==> src/rtl/acst_map.svh <==
/*
 constants of the converter serial interface sequencer.
 assumes a 200 MHz system clock; included by the sequencer top module only.
*/
// Summary of operation
// - external clock: sample address input on first 8 rising edges, update output on falling.
// - external clock: output goes high on 19th falling edge, new conversion.
// - internal clock chosen if clock pin high at chip-select fall or at end of power-on reset.
// - pull-up on clock pin stays active across chip-select fall.
// - data output high impedance whenever chip select is high.
// - internal clock: on select fall drive clock low, show busy flag.
// - status test with conversion done wakes device; host raises select early.
// - internal clock: first rising edge a status-test delay after ready.
// - select rising within test delay returns to sleep, result kept.
// - internal clock: generate 19 pulses, shift out falling, sample rising.
// - after 19th internal rising edge: output high, clock high, convert.
// - select rising during transfer aborts it and starts conversion at once.
// - aborted before last address bit: old channel address kept.
// - pull-up off while clock pin low; stays low after such abort.
// - status pulse in sleep: pull-up restored when select rises early.
// - select grounded: clock mode latched at end of power-on reset.
// - continuous mode: sleep half a clock period, then start output.
// - continuous mode: after 19th rise output high, clock high converting.
// - clock pin low at select fall selects external clock mode.
`ifndef ACST_MAP_SVH
`define ACST_MAP_SVH
`define ACST_CLK_MHZ 200
`define ACST_TEST_DELAY_NS 23000
`define ACST_TEST_CYC ((`ACST_TEST_DELAY_NS * `ACST_CLK_MHZ + 999) / 1000)
`define ACST_EXT_TEST_X10 36
`define ACST_EOSC_KHZ 300
`define ACST_POR_US 1000
`define ACST_POR_CYC (`ACST_POR_US * `ACST_CLK_MHZ)
`define ACST_SCK_HALF 16
`define ACST_XFER_BITS 5'd19
`define ACST_RES_W 18
`define ACST_ADDR_W 8
`endif

==> src/rtl/acst_pkg.sv <==
/*
 types of the converter serial interface sequencer.
 assumes nothing of its surroundings.
*/
package acst_pkg;
    typedef enum logic [2:0] {
        ST_POR,
        ST_IDLE,
        ST_STATUS,
        ST_XFER,
        ST_CONT_CONV,
        ST_CONT_SLEEP
    } acst_state_t;
endpackage : acst_pkg

==> src/rtl/acst_sync.sv <==
/*
 two flip-flop synchroniser for pin inputs.
 assumes inputs asynchronous to clk_sys.
*/
`timescale 1ns/1ps
`default_nettype none
module acst_sync
#(
    parameter int W = 1,
    parameter logic [W-1:0] RST = '0
)
(
    input wire logic clk_sys, // system clock
    input wire logic reset, // sync, active high
    input wire logic [W-1:0] d, // raw pin levels
    output logic [W-1:0] q // synchronised levels
);
    logic [W-1:0] meta_reg;
    logic [W-1:0] q_reg;

    always_ff @(posedge clk_sys)
    begin
        if (reset)
        begin
            meta_reg <= RST;
            q_reg <= RST;
        end
        else
        begin
            meta_reg <= d;
            q_reg <= meta_reg;
        end
    end

    assign q = q_reg;
endmodule : acst_sync
`default_nettype wire

==> src/rtl/acst_top.sv <==
/*
 serial interface sequencer of a multiplexed converter: clock mode
 selection, status test, 19-edge transfer, abort, continuous mode.
 assumes converter core on clk_sys; pins are synchronised here.
*/
`timescale 1ns/1ps
`default_nettype none
`include "acst_map.svh"
module acst_top
    import acst_pkg::*;
#(
    parameter int POR_CYC = `ACST_POR_CYC,
    parameter int TEST_CYC = `ACST_TEST_CYC,
    parameter int EOSC_KHZ = `ACST_EOSC_KHZ,
    parameter int SCK_HALF = `ACST_SCK_HALF,
    parameter int RES_W = `ACST_RES_W,
    parameter int ADDR_W = `ACST_ADDR_W
)
(
    input wire logic clk_sys, // 200 MHz system clock
    input wire logic reset, // sync, active high
    input wire logic cs_n, // chip select pin
    input wire logic sck_in, // clock pin level
    output logic sck_out, // clock pin drive value
    output logic sck_oe_n, // clock pin driven when low
    output logic sck_pu_en, // weak pull-up enable
    input wire logic sdi, // serial data in pin
    output logic sdo_out, // serial data out value
    output logic sdo_oe_n, // data out driven when low
    input wire logic ext_osc, // core runs on external osc
    input wire logic conv_done, // core: conversion finished
    input wire logic [RES_W-1:0] conv_result, // core result
    output logic conv_start, // core: start conversion
    output logic [ADDR_W-1:0] chan_addr // stored channel address
);
    // ----------------------------------------
    // constants and state
    // ----------------------------------------
    localparam int EXT_TEST_CYC =
        (`ACST_EXT_TEST_X10 * `ACST_CLK_MHZ * 100 + EOSC_KHZ - 1)
        / EOSC_KHZ;
    localparam logic [4:0] ADDR_LAST = 5'(ADDR_W);

    typedef struct packed {
        acst_state_t st;
        logic int_mode;
        logic cont_mode;
        logic busy;
        logic cs_q;
        logic sck_q;
        logic [31:0] tmr;
        logic [4:0] bits;
        logic [RES_W:0] sreg;
        logic [ADDR_W-1:0] ash;
        logic [ADDR_W-1:0] addr;
        logic sck_drv;
        logic sck_lvl;
        logic sdo;
        logic sdo_oe_n;
        logic pu;
        logic restore;
        logic conv_start;
    } acst_st_t;

    localparam acst_st_t RST_ST = '{st: ST_POR, cs_q: 1'b1,
        sck_q: 1'b1, sck_lvl: 1'b1, sdo_oe_n: 1'b1, pu: 1'b1,
        default: '0};

    acst_st_t s_reg;
    acst_st_t s_next;
    logic cs_s;
    logic sck_s;
    logic sdi_s;
    logic sck_rise;
    logic sck_fall;
    logic converting;
    logic [31:0] test_cyc;

    // ----------------------------------------
    // pin synchronisers
    // ----------------------------------------
    acst_sync #(
        .W(3),
        .RST(3'h6)
    ) u_sync (
        .clk_sys(clk_sys),
        .reset(reset),
        .d({cs_n, sck_in, sdi}),
        .q({cs_s, sck_s, sdi_s})
    );

    assign sck_rise = sck_s & ~s_reg.sck_q;
    assign sck_fall = ~sck_s & s_reg.sck_q;
    assign converting = s_reg.busy | s_reg.conv_start;
    assign test_cyc = ext_osc ? 32'(EXT_TEST_CYC) : 32'(TEST_CYC);

    // ----------------------------------------
    // shift helpers
    // ----------------------------------------
    // rising edge: take address bit, count the edge
    function automatic acst_st_t on_rise(acst_st_t x, logic d);
        if (x.bits < ADDR_LAST)
        begin
            x.ash = {x.ash[ADDR_W-2:0], d};
            if (x.bits == ADDR_LAST - 5'd1)
            begin
                x.addr = x.ash;
            end
        end
        x.bits = x.bits + 5'd1;
        return x;
    endfunction : on_rise

    // falling edge: next result bit to the output
    function automatic acst_st_t on_fall(acst_st_t x);
        x.sreg = {x.sreg[RES_W-1:0], 1'b0};
        return x;
    endfunction : on_fall

    // ----------------------------------------
    // next state
    // ----------------------------------------
    always_comb
    begin
        s_next = s_reg;
        s_next.cs_q = cs_s;
        s_next.sck_q = sck_s;
        s_next.conv_start = 1'b0;
        if (s_reg.conv_start)
        begin
            s_next.busy = 1'b1;
        end
        else if (conv_done && s_reg.busy)
        begin
            s_next.busy = 1'b0;
            s_next.sreg = {1'b0, conv_result};
        end
        case (s_reg.st)
            ST_POR:
            begin
                s_next.tmr = s_reg.tmr + 32'd1;
                if (s_reg.tmr == 32'(POR_CYC - 1))
                begin
                    s_next.tmr = '0;
                    s_next.conv_start = 1'b1;
                    s_next.int_mode = sck_s;
                    s_next.cont_mode = sck_s & ~cs_s;
                    if (cs_s)
                    begin
                        s_next.st = ST_IDLE;
                    end
                    else if (sck_s)
                    begin
                        s_next.st = ST_CONT_CONV;
                    end
                    else
                    begin
                        s_next.st = ST_STATUS;
                    end
                end
            end
            ST_IDLE:
            begin
                s_next.sck_drv = 1'b0;
                s_next.tmr = '0;
                s_next.bits = '0;
                if (!cs_s && s_reg.cs_q)
                begin
                    s_next.int_mode = sck_s;
                    s_next.cont_mode = 1'b0;
                    s_next.restore = 1'b0;
                    s_next.st = ST_STATUS;
                    if (sck_s)
                    begin
                        s_next.sck_drv = 1'b1;
                        s_next.sck_lvl = 1'b0;
                    end
                end
            end
            ST_STATUS:
            begin
                if (cs_s)
                begin
                    // early rise: back to sleep, result untouched
                    s_next.st = ST_IDLE;
                    s_next.sck_drv = 1'b0;
                    if (s_reg.int_mode && !converting)
                    begin
                        s_next.restore = 1'b1;
                    end
                end
                else if (s_reg.int_mode)
                begin
                    if (converting)
                    begin
                        s_next.tmr = '0;
                    end
                    else
                    begin
                        s_next.sck_lvl = 1'b0;
                        s_next.tmr = s_reg.tmr + 32'd1;
                        if (s_reg.tmr == test_cyc - 32'd1)
                        begin
                            s_next.tmr = '0;
                            s_next.sck_lvl = 1'b1;
                            s_next.st = ST_XFER;
                            s_next = on_rise(s_next, sdi_s);
                        end
                    end
                end
                else if (sck_rise && !converting)
                begin
                    s_next.st = ST_XFER;
                    s_next = on_rise(s_next, sdi_s);
                end
            end
            ST_XFER:
            begin
                if (cs_s && !s_reg.cont_mode)
                begin
                    s_next.st = ST_IDLE;
                    s_next.sck_drv = 1'b0;
                    s_next.conv_start = 1'b1;
                    s_next.bits = '0;
                end
                else if (s_reg.int_mode)
                begin
                    s_next.tmr = s_reg.tmr + 32'd1;
                    if (s_reg.tmr == 32'(SCK_HALF - 1))
                    begin
                        s_next.tmr = '0;
                        if (!s_reg.sck_lvl)
                        begin
                            s_next.sck_lvl = 1'b1;
                            s_next = on_rise(s_next, sdi_s);
                        end
                        else if (s_reg.bits == `ACST_XFER_BITS)
                        begin
                            s_next.conv_start = 1'b1;
                            s_next.bits = '0;
                            s_next.st = s_reg.cont_mode ? ST_CONT_CONV
                                                        : ST_STATUS;
                        end
                        else
                        begin
                            s_next.sck_lvl = 1'b0;
                            s_next = on_fall(s_next);
                        end
                    end
                end
                else if (sck_rise)
                begin
                    s_next = on_rise(s_next, sdi_s);
                end
                else if (sck_fall)
                begin
                    if (s_reg.bits == `ACST_XFER_BITS)
                    begin
                        s_next.conv_start = 1'b1;
                        s_next.bits = '0;
                        s_next.st = ST_STATUS;
                    end
                    else
                    begin
                        s_next = on_fall(s_next);
                    end
                end
            end
            ST_CONT_CONV:
            begin
                s_next.sck_drv = 1'b1;
                s_next.sck_lvl = 1'b1;
                s_next.tmr = '0;
                if (!converting)
                begin
                    s_next.sck_lvl = 1'b0;
                    s_next.st = ST_CONT_SLEEP;
                end
            end
            ST_CONT_SLEEP:
            begin
                s_next.tmr = s_reg.tmr + 32'd1;
                if (s_reg.tmr == 32'(SCK_HALF - 1))
                begin
                    s_next.tmr = '0;
                    s_next.sck_lvl = 1'b1;
                    s_next.st = ST_XFER;
                    s_next = on_rise(s_next, sdi_s);
                end
            end
            default:
            begin
                s_next.st = ST_POR;
            end
        endcase
        // output pins follow the current state
        s_next.sdo_oe_n = cs_s;
        s_next.sdo = (s_reg.st == ST_XFER) ? s_reg.sreg[RES_W]
                                           : converting;
        if (sck_s)
        begin
            s_next.restore = 1'b0;
        end
        s_next.pu = (s_reg.st == ST_POR) | sck_s
                  | s_next.restore;
    end

    always_ff @(posedge clk_sys)
    begin
        if (reset)
        begin
            s_reg <= RST_ST;
        end
        else
        begin
            s_reg <= s_next;
        end
    end

    assign sck_out = s_reg.sck_lvl;
    assign sck_oe_n = ~s_reg.sck_drv;
    assign sck_pu_en = s_reg.pu;
    assign sdo_out = s_reg.sdo;
    assign sdo_oe_n = s_reg.sdo_oe_n;
    assign conv_start = s_reg.conv_start;
    assign chan_addr = s_reg.addr;
endmodule : acst_top
`default_nettype wire

==> config.mk <==
export PLATFORM = sky130hd
export DESIGN_NAME = acst_top
export DESIGN_NICKNAME = d
export VERILOG_FILES = /design/src/rtl/acst_pkg.sv /design/src/rtl/acst_sync.sv /design/src/rtl/acst_top.sv
export VERILOG_INCLUDE_DIRS = /design/src /design/src/rtl
export SDC_FILE = /design/constraint.sdc
export NUM_CORES = 1
export LEC_CHECK = 0
export BUFFER_PORTS_ARGS = -buffer_cell sky130_fd_sc_hd__buf_2
export CAP_MARGIN = 20
export CELL_PAD_IN_SITES_DETAIL_PLACEMENT = 0
export CELL_PAD_IN_SITES_GLOBAL_PLACEMENT = 1
export CORE_UTILIZATION = 49
export CTS_BUF_LIST = sky130_fd_sc_hd__clkbuf_4 sky130_fd_sc_hd__clkbuf_8 sky130_fd_sc_hd__clkbuf_16
export DETAILED_ROUTE_END_ITERATION = 7
export PLACE_DENSITY_LB_ADDON = 0.25
export SLEW_MARGIN = 20
export SYNTH_ARGS = -nofsm -noshare
export SYNTH_HDL_FRONTEND = slang
export SYNTH_SLANG_ARGS = --single-unit
==> constraint.sdc <==
create_clock -name clk_sys -period 5.31 [get_ports clk_sys]
set_input_delay 1.062 -clock clk_sys [delete_from_list [all_inputs] [get_ports clk_sys]]
set_output_delay 1.062 -clock clk_sys [all_outputs]
set_load 0.05 [all_outputs]
Yosys cells after proc, flatten, opt, wreduce, memory -nomap -nowiden --
Index checks and enable logic that the tools add are counted.
Storage, ports and cells: register bits 93, input bits 25, word-level logic and storage cells 162, output and inout port bits 14
Cells by class: reductions and logical operators 25, magnitude comparators 1, bitwise gates (word level) 13, mux-type cells 62, $add $sub $neg 3, equality and inequality tests 38
Operator list (number):
- two-way mux 87 bit | 9
- one-hot mux 32 bit (5 select lines) | 1
- one-hot mux 35 bit (3 select lines) | 1
- two-way mux 41 bit | 2
- two-way mux 77 bit | 1
- two-way mux 32 bit | 2
- two-way mux 47 bit | 1
- two-way mux 19 bit | 2
- two-way mux 37 bit | 1
- two-way mux 35 bit | 1
- adder 32 x 1 -> 32 bit (second input constant) | 1
- == test 32 x 18 -> 1 bit (second input constant) | 1
- == test 32 bit | 1
- == test 32 x 4 -> 1 bit (second input constant) | 1
- two-way mux 5 bit | 5
- two-way mux 3 bit | 8
- != test 2 bit (second input constant) | 11
- != test 3 bit (second input constant) | 7
- one-hot mux 2 bit (5 select lines) | 2
- one-hot mux 5 bit (4 select lines) | 1
- AND reduction 10 bit | 2
- one-hot mux 3 bit (6 select lines) | 1
- two-way mux 16 bit | 1
- two-way mux 8 bit | 2
- 34 further kinds | 77

Depth between registers and ports, before layout --
Gate-level depths: netlist (run 1).
depth after elaboration 11, gate-level depth with buffers 10, depth with buffers taken out 8

By module --
Synthesis (run 1) repeated with hierarchy kept, for this count alone.
Second synthesis, totals: cells, all modules 560, area, all modules 4626.9 um^2
Modules (own cells, without submodules):
- acst_top | area an instance 4469.3 um^2, seq. area each 1701.6 um^2, instances 1, cells an instance 548
- acst_sync | area an instance 157.7 um^2, seq. area each 120.1 um^2, instances 1, cells an instance 12

Least setup slack after synthesis (run 1) --
No wires, ideal clock.
kind input to register, start point input port ext_osc, end point register s_reg[17] (netlist name), setup time 0.128 ns, path buffers 0, slack 2.675 ns, stages 6, required time 5.182 ns, data arrival time 2.507 ns, path through nand4b_1 -> a2111o_1 -> a21oi_1 -> o211ai_2 -> mux2i_1 -> nor2_1
Between the ends: cells in the longest elaborated chain, start to end 5
Ends and longest elaborated chain:
- from (decl) | line acst_top.sv:30 | input wire logic ext_osc,
- two-way mux 13 bit | line acst_top.sv:95 | assign test_cyc = ext_osc ? 32'(EXT_TEST_CYC) : 32'(TEST_CYC);
- subtractor 13 x 1 -> 14 bit | line acst_top.sv:202 | if (s_reg.tmr == test_cyc - 32'd1)
- == test 32 bit | line acst_top.sv:202
- != test 3 bit (no line)
- AND reduction 10 bit (no line)
- to (signal assigned) | line acst_top.sv:316 | s_reg <= s_next;
- to (decl) | line acst_top.sv:69 | acst_st_t s_reg;
Every way passes these cells. A chain may end at the register's enable or synchronous reset.

Final worst setup path (run 1) --
start point register s_reg[84] (netlist name), end point register s_reg[78] (netlist name)
Between the ends: cells in the longest elaborated chain, start to end 4, elaborated cells between the ends (all ways) 14, classes of those cells eq/ne: 9; mux: 1; reduce/logical: 4
Ends and longest elaborated chain:
- == test 3 bit or == test 3 x 1 -> 1 bit (tied branches) | line acst_top.sv:138 | case (s_reg.st)
- OR reduction 2 bit (no line)
- nonzero test 5 bit (no line)
- AND reduction 5 bit (no line)
Several ways; a longest one is shown, not always the timed one.

==> summary.md, run 1 <==
| Metric | Value |
|---|---|
| Die width | `101 um` |
| Tmin final | `about 3.3 ns` |
| Vias in the first global route | `just under 4000` |
| Commonest non-fill, non-tap cell in the layout | `dfxtp_1` |
| Worst Path Arrival | `between 3 and 4 ns` |
| Max Freq | `between 300 and 400 MHz` |
| Hold Path Sink | `u_sync.q[2]` |
| Die area | `about 10000 um^2` |
| Worst setup SP type | `register` |
| Final instance area | `5150 um^2` |
| Ys async rst share | `0` |
| Antenna Nets Post-Route | `0` |
| Clock Latency Late Sink | `about 0.36 ns` |
| Req. time, crit path | `around 5.5 ns` |
| Worst flop-to-flop path startpoint | `s_reg[84]` |
| GR Util All Layers | `0.220` |
| Final setup viols | `0` |
| IO buf count | `38` |
| Slowest cell on crit path | `nor4_1` |
| Clock slew at reported path FFs | `0.09 ns` |
| Core outline area | `9330 um^2` |
| Routability Congestion | `between 0.8 and 0.9` |
| Post-CTS Setup Bufs | `0` |
| Crit end category | `register` |
| PwrDens | `246 nW/um^2` |
| Worst Max-Slew Pin Slew | `roughly 1.1 ns` |
| TNS Setup | `0 ns` |
| Std cell rows | `35` |
| I/O pins | `39` |
| Cts hold-fix bufs | `0` |
| Mapped Area | `roughly 4800 um^2` |
| RSZ-0062 raised after global routing | `no` |
| WL per Instance | `approximately 15 um` |
| Remaining global-route overflow | `0` |
| Post-cts sizing count | `0` |
| Maximum root-to-sink buffer count | `2` |
| Synthesized area per cell | `8.57 um^2` |
| R2r worst-path depth | `7` |
| Max IR drop VDD | `about 160 uV` |
| Die Height | `about 100 um` |
| Post-Syn Instances | `555` |
| Rel. slew slack | `0.255` |
| R2R Path End | `s_reg[78]` |
| Initial antenna violation count | `0` |
| TritonCTS buffer count | `9` |
| Drt drc | `0` |
| Cell Count, Final, Fillers Out | `700` |
| Initial DRT Pass Iterations | `4` |
| Area Growth Syn to Fin | `8.26%` |
| Crit-path max cell delay | `around 0.9 ns` |
| Fin nets | `between 500 and 600` |
| Crit-path cells | `a21boi_0 -> o21a_1 -> nor4_1 -> and4_1 -> nand4_1 -> xor2_1 -> nor2_1` |
| Skew final | `0.0138 ns` |
| Final Hold Fails | `0` |
| Most used DFF post-synth | `dfxtp_1` |
| Clk sinks | `91` |
| Max Cap Viol | `0` |
| Final period util | `0.618` |
| Cell variety after synth | `68` |
| WHS | `between 0.4 and 0.5 ns` |
| Initial detailed-routing violation count | `between 150 and 200` |
| Peak fanout along the critical path | `27` |
| Worst setup path category | `register to register` |
| Root Driver | `clkbuf_8` |
| Reg-to-reg slack, setup | `between 2 and 2.5 ns` |
| Sequential fraction of the synthesis area | `0.383` |
| Largest net degree at the start of global routing | `37` |
| HP Class | `register to register` |
| Via count | `~4000` |
| Commonest cells after routing, fill and taps aside | `dfxtp_1, nor2_1, buf_2` |
| Starting density of the core | `0.510` |
| Max FFs per register | `between 70 and 80` |
| Global-route wire length before repair | `approximately 18000 um` |
| Final Max Tran Viols | `0` |
| Number of enable flip-flop cells after synthesis | `0` |
| Yosys reg bits | `between 90 and 100` |
| Hold depth | `1` |
| Fraction of layout cells with a size suffix above 1 | `0.151` |
| DR vias/cell | `between 5 and 6` |
| Syn Nets | `582` |
| DRT Wirelength | `10400 um` |
| Placed Area | `between 4000 and 5000 um^2` |
| Warnings, synthesis | `0` |
| H-Tree Depth | `3` |
| Leakage | `2.13 nW` |
| CTS tree | `built` |
| HPWL Detailed | `7250 um` |
| Hold path start | `u_sync.meta_reg[2]` |
| Antenna cell count | `0` |
| Outcome | `finished clean` |
| Placed Cells | `~700` |
[worst max-delay path by stage]
stage                   start   endpoint  slack (ns)  depth (start not counted)
floorplan             ext_osc  s_reg[17]        2.68                          6
global placement      ext_osc  s_reg[73]        1.95                          7
detailed placement    ext_osc  s_reg[67]        1.85                          7
CTS                 s_reg[73]  s_reg[72]        2.04                          7
global route        s_reg[67]  s_reg[52]        1.75                          7
finish              s_reg[84]  s_reg[78]        2.03                          7
[power by group]
| group | leakage, nW | switching, W | total (W) | internal (W) |
|---|---|---|---|---|
| Sequential | 0.735 | 0.00000496 | 0.000691 | 0.000686 |
| Clock | 0.112 | 0.000262 | 0.000538 | 0.000276 |
| Combinational | 1.28 | 0.0000213 | 0.0000355 | 0.0000143 |
| Total | 2.13 | 0.000288 | 0.00126 | 0.000977 |
[critical path, delay by kind of cell (launching register included)]
family	cells	cell delay [ns]
flops	1	0.88
xor+xnor	1	0.16
compound gates	2	0.63
simple gates	4	1.46
[metrics by stage]
| step | util | worst slack, ns | power (W) |
|---|---|---|---|
| after CTS | 0.552 | 2.04 | 0.00128 |
| final | 0.552 | 2.03 | 0.00126 |
| after global placement | 0.528 | 1.95 | 0.000743 |
| after global routing | 0.552 | 1.75 | 0.00131 |
| after detailed placement | 0.528 | 1.85 | 0.000743 |
| after floorplan | - | 2.68 | 0.000730 |
[cell usage after synthesis (all sizes together) (5+ instances only)]
cell type	number	area (um^2)
a211oi	7	52.6
a21oi	26	130
and3	9	56.3
buf	13	100
clkbuf	27	101
dfxtp	91	1820
inv	14	52.6
mux2	17	191
mux2i	35	350
nand2	28	105
nand2b	7	43.8
nand3	19	95.1
nand4	12	75.1
nor2	89	334
nor2b	11	68.8
nor3	14	81.3
nor4	6	37.5
o211ai	6	50.1
o21ai	23	115
o311ai	5	43.8
or2	6	37.5
xnor2	9	78.8
xor2	21	184
[layout make-up]
| cell class | instances | area, um^2 |
|---|---|---|
| fill | 874 | 4180 |
| multi-input combinational | 410 | 2680 |
| sequential | 91 | 1820 |
| timing repair buffer | 40 | 205 |
| tap | 129 | 161 |
| clock buffer | 10 | 131 |
| clock inverter | 6 | 96.3 |
| inverter | 14 | 52.6 |
[metal layers]
metal	part of all wire	GRT usage	vias up
met5	0	0	-
met4	0.017	0.0858	0
met3	0.033	0.0444	18
met2	0.50	0.382	82
met1	0.45	0.268	1895
li1	-	-	1991
[cells by family (layout without fill, tap and decap cells)]
kind of cell,Yosys count,in the layout,share of synthesized area
simple gates,221,221,0.231
compound gates,105,105,0.158
flops,91,91,0.383
buf+inv,54,70,0.0534
mux,52,52,0.114
xor+xnor,30,30,0.0552
fa+ha+maj,2,2,0.00526
(Power assumes the default switching activity.)
==> run 2, diff against run 1 <==
--- a/config.mk
+++ b/config.mk
@@ -6,11 +6,12 @@
 export SDC_FILE = /design/constraint.sdc
 export NUM_CORES = 1
 export LEC_CHECK = 0
+export ABC_AREA = 1
 export BUFFER_PORTS_ARGS = -buffer_cell sky130_fd_sc_hd__buf_2
 export CAP_MARGIN = 20
 export CELL_PAD_IN_SITES_DETAIL_PLACEMENT = 0
 export CELL_PAD_IN_SITES_GLOBAL_PLACEMENT = 1
-export CORE_UTILIZATION = 49
+export CORE_UTILIZATION = 39
 export CTS_BUF_LIST = sky130_fd_sc_hd__clkbuf_4 sky130_fd_sc_hd__clkbuf_8 sky130_fd_sc_hd__clkbuf_16
 export DETAILED_ROUTE_END_ITERATION = 7
 export PLACE_DENSITY_LB_ADDON = 0.25
==> constraint.sdc (replaced) <==
create_clock -name clk_sys -period 2.67 [get_ports clk_sys]
set_input_delay 0.534 -clock clk_sys [delete_from_list [all_inputs] [get_ports clk_sys]]
set_output_delay 0.534 -clock clk_sys [all_outputs]
set_load 0.05 [all_outputs]
==> run 2 against run 1 <==
Largest cell class unchanged. Final cell count grew 56%. Combinational power grew 140%. Global-route usage shrank 1.6 points. Critical path type unchanged. Wire length grew 40%. Via count grew 37%. Fmax grew 49%.
==> summary.md, run 2 <==
| Metric | Value |
|---|---|
| Outcome | `finished clean` |
| Hold depth | `2` |
| Final period util | `0.827` |
| Skew final | `slightly below 0.01 ns` |
| Worst setup SP type | `register` |
| Hold path start | `cs_n` |
| DR vias/cell | `5.02` |
| Cts hold-fix bufs | `0` |
| Ys async rst share | `0` |
| GR peak layer | `met2` |
| Die area | `about 15000 um^2` |
| Worst Max-Slew Pin Slew | `~0.57 ns` |
| RSZ-0062 raised after global routing | `no` |
| Die Height | `between 100 and 150 um` |
| Crit-path max cell delay | `~0.60 ns` |
| Maximum root-to-sink buffer count | `2` |
| Synthesized area per cell | `~6.6 um^2` |
| Tot Pwr | `approximately 0.0028 W` |
| Syn Nets | `between 900 and 1000` |
| GRT met3 Usage | `0.0323` |
| Met1 GRT Util | `0.286` |
| Most used DFF post-synth | `dfxtp_1` |
| HP Class | `input pin to register` |
| Root Driver | `clkbuf_16` |
| Count leader, synth | `nand2_1` |
| Std cell rows | `44` |
| Commonest cells after routing, fill and taps aside | `nand2_1, nor2_1, dfxtp_1` |
| TNS Setup | `0 ns` |
| H-Tree Depth | `3` |
| Post-cts sizing count | `0` |
| Clock slew at reported path FFs | `about 0.07 ns` |
| HPWL Detailed | `between 10000 and 15000 um` |
| Area Growth Syn to Fin | `9.66%` |
| GR Util All Layers | `0.205` |
| Fill cells | `1586` |
| Final instance area | `between 6000 and 7000 um^2` |
| Initial antenna violation count | `0` |
| Leakage | `about 2.7 nW` |
| R2R Path End | `s_reg[20]` |
| Final Hold Fails | `0` |
| Placed Area | `6010 um^2` |
| Warnings, synthesis | `0` |
| Largest net degree at the start of global routing | `35` |
| Core outline area | `between 10000 and 15000 um^2` |
| Share of Yosys cell area claimed by the top area cell type | `0.317` |
| Post-CTS Setup Bufs | `0` |
| Worst Path Arrival | `2.49 ns` |
| WL per Instance | `roughly 13 um` |
| Global-route wire length before repair | `around 24000 um` |
| Most frequent cells after synthesis | `nand2_1, nor2_1, dfxtp_1` |
| DRT Wirelength | `about 15000 um` |
| CTS tree | `built` |
| Slowest cell on crit path | `dfxtp_1` |
| Crit-path cells | `nand3_2 -> nand2_1 -> inv_2 -> nor3_2 -> nand3_4 -> inv_4 -> nand3_1 -> a21oi_1` |
| Drt drc | `0` |
| Peak fanout along the critical path | `21` |
| Hold Path Sink | `u_sync.meta_reg[2]` |
| Via count | `roughly 5500` |
| Remaining global-route overflow | `0` |
| Final Max Tran Viols | `0` |
| Initial detailed-routing violation count | `approximately 280` |
| IO buf count | `38` |
| Worst Path Buf+Inv | `2` |
| Crit end category | `register` |
| Max IR drop VDD | `around 310 uV` |
| Tmin final | `2.21 ns` |
| R2r worst-path depth | `8` |
| Req. time, crit path | `approximately 3.0 ns` |
| Final setup viols | `0` |
| Number of enable flip-flop cells after synthesis | `0` |
| WHS | `0.366 ns` |
| Yosys reg bits | `between 90 and 100` |
| Clock Latency Late Sink | `0.35 ns` |
| Starting density of the core | `0.397` |
| Fraction of layout cells with a size suffix above 1 | `0.150` |
| Worst flop-to-flop path startpoint | `s_reg[84]` |
| Vias in the first global route | `roughly 5000` |
| Cell variety after synth | `50` |
| Initial DRT Pass Iterations | `5` |
| Fin nets | `approximately 930` |
| Die width | `123 um` |
| Routability Congestion | `0.904` |
| Antenna Nets Post-Route | `0` |
| Commonest non-fill, non-tap cell in the layout | `nand2_1` |
| PwrDens | `approximately 440 nW/um^2` |
| Largest delay share family, worst path | `simple AND/OR/NAND/NOR gates` |
| Worst setup path category | `register to register` |
| Sequential fraction of the synthesis area | `0.317` |
| Antenna cell count | `0` |
| Max FFs per register | `73` |
| Post-Syn Instances | `877` |
| Max Cap Viol | `0` |
| Mapped Area | `between 5000 and 6000 um^2` |
| Clk sinks | `91` |
| Largest area contributor in the netlist | `dfxtp_1` |
| Max Freq | `roughly 450 MHz` |
| Reg-to-reg slack, setup | `0.46 ns` |
| Rel. slew slack | `0.622` |
| GR Util met2 | `0.314` |
| I/O pins | `39` |
| Top cells by area, synth | `dfxtp_1, nand2_1, nor2_1` |
| TritonCTS buffer count | `9` |
==> run 2: cell count changes after synthesis, sizes merged, moves of 10 or more <==
cell / before / now
nand3: 19 / 49
buf: 13 / 23
a21oi: 26 / 70
nand2: 28 / 229
nor2: 89 / 157
clkbuf: 27 / 9
mux2: 17 / 0
nor2b: 11 / 0
inv: 14 / 97
mux2i: 35 / 15
o21ai: 23 / 56
==> run 2: cell families (layout without fill, tap and decap cells) <==
family / after synthesis / count (layout) / share of synthesized area
AO/OA/AOI/OAI: 145 / 145 / 0.140
XOR/XNOR: 18 / 18 / 0.0274
flip-flops: 91 / 91 / 0.317
buffers and inverters: 130 / 158 / 0.104
AND/OR/NAND/NOR: 476 / 476 / 0.382
multiplexers: 15 / 15 / 0.0261
adder cells (fa/ha/maj): 2 / 2 / 0.00435
==> run 2: power breakdown <==
part           leakage [nW]  switching [W]  internal (W)
clock                 0.144       0.000585      0.000734
sequential            0.735     0.00000712       0.00137
combinational          1.81      0.0000538     0.0000311
total                  2.69       0.000646       0.00213
==> run 2: through the flow <==
| stage | std cells | setup WS [ns] | utilization |
|---|---|---|---|
| floorplan | 877 | 0.772 | - |
| global placement | 1074 | 0.541 | 0.415 |
| detailed placement | 1074 | 0.443 | 0.415 |
| finish | 1089 | 0.463 | 0.436 |
| global route | 1089 | 0.218 | 0.436 |
| CTS | 1089 | 0.415 | 0.436 |
==> run 2: worst max path at each step <==
stage	from	endpoint	depth (start not counted)
after detailed placement	s_reg[84]	s_reg[20]	8
after floorplan	sck_out	chan_addr[1]	10
after global routing	s_reg[86]	s_reg[19]	8
after global placement	s_reg[86]	s_reg[86]	11
after CTS	s_reg[86]	s_reg[20]	8
final	s_reg[84]	s_reg[20]	8
==> run 2: metal layers <==
layer,vias up,part of all wire
li1,2866,-
met1,2468,0.51
met2,119,0.43
met3,18,0.044
met4,0,0.019
met5,-,0
==> run 2: area by class of cell <==
type,instances,area [um^2],share of cell area
Multi-Input combinational cell,656,3330,0.529
Clock buffer,9,225,0.0357
Tap cell,184,230,0.0365
Timing Repair Buffer,45,243,0.0385
Clock inverter,6,75.1,0.0119
Sequential cell,91,1820,0.289
Inverter,98,378,0.0599
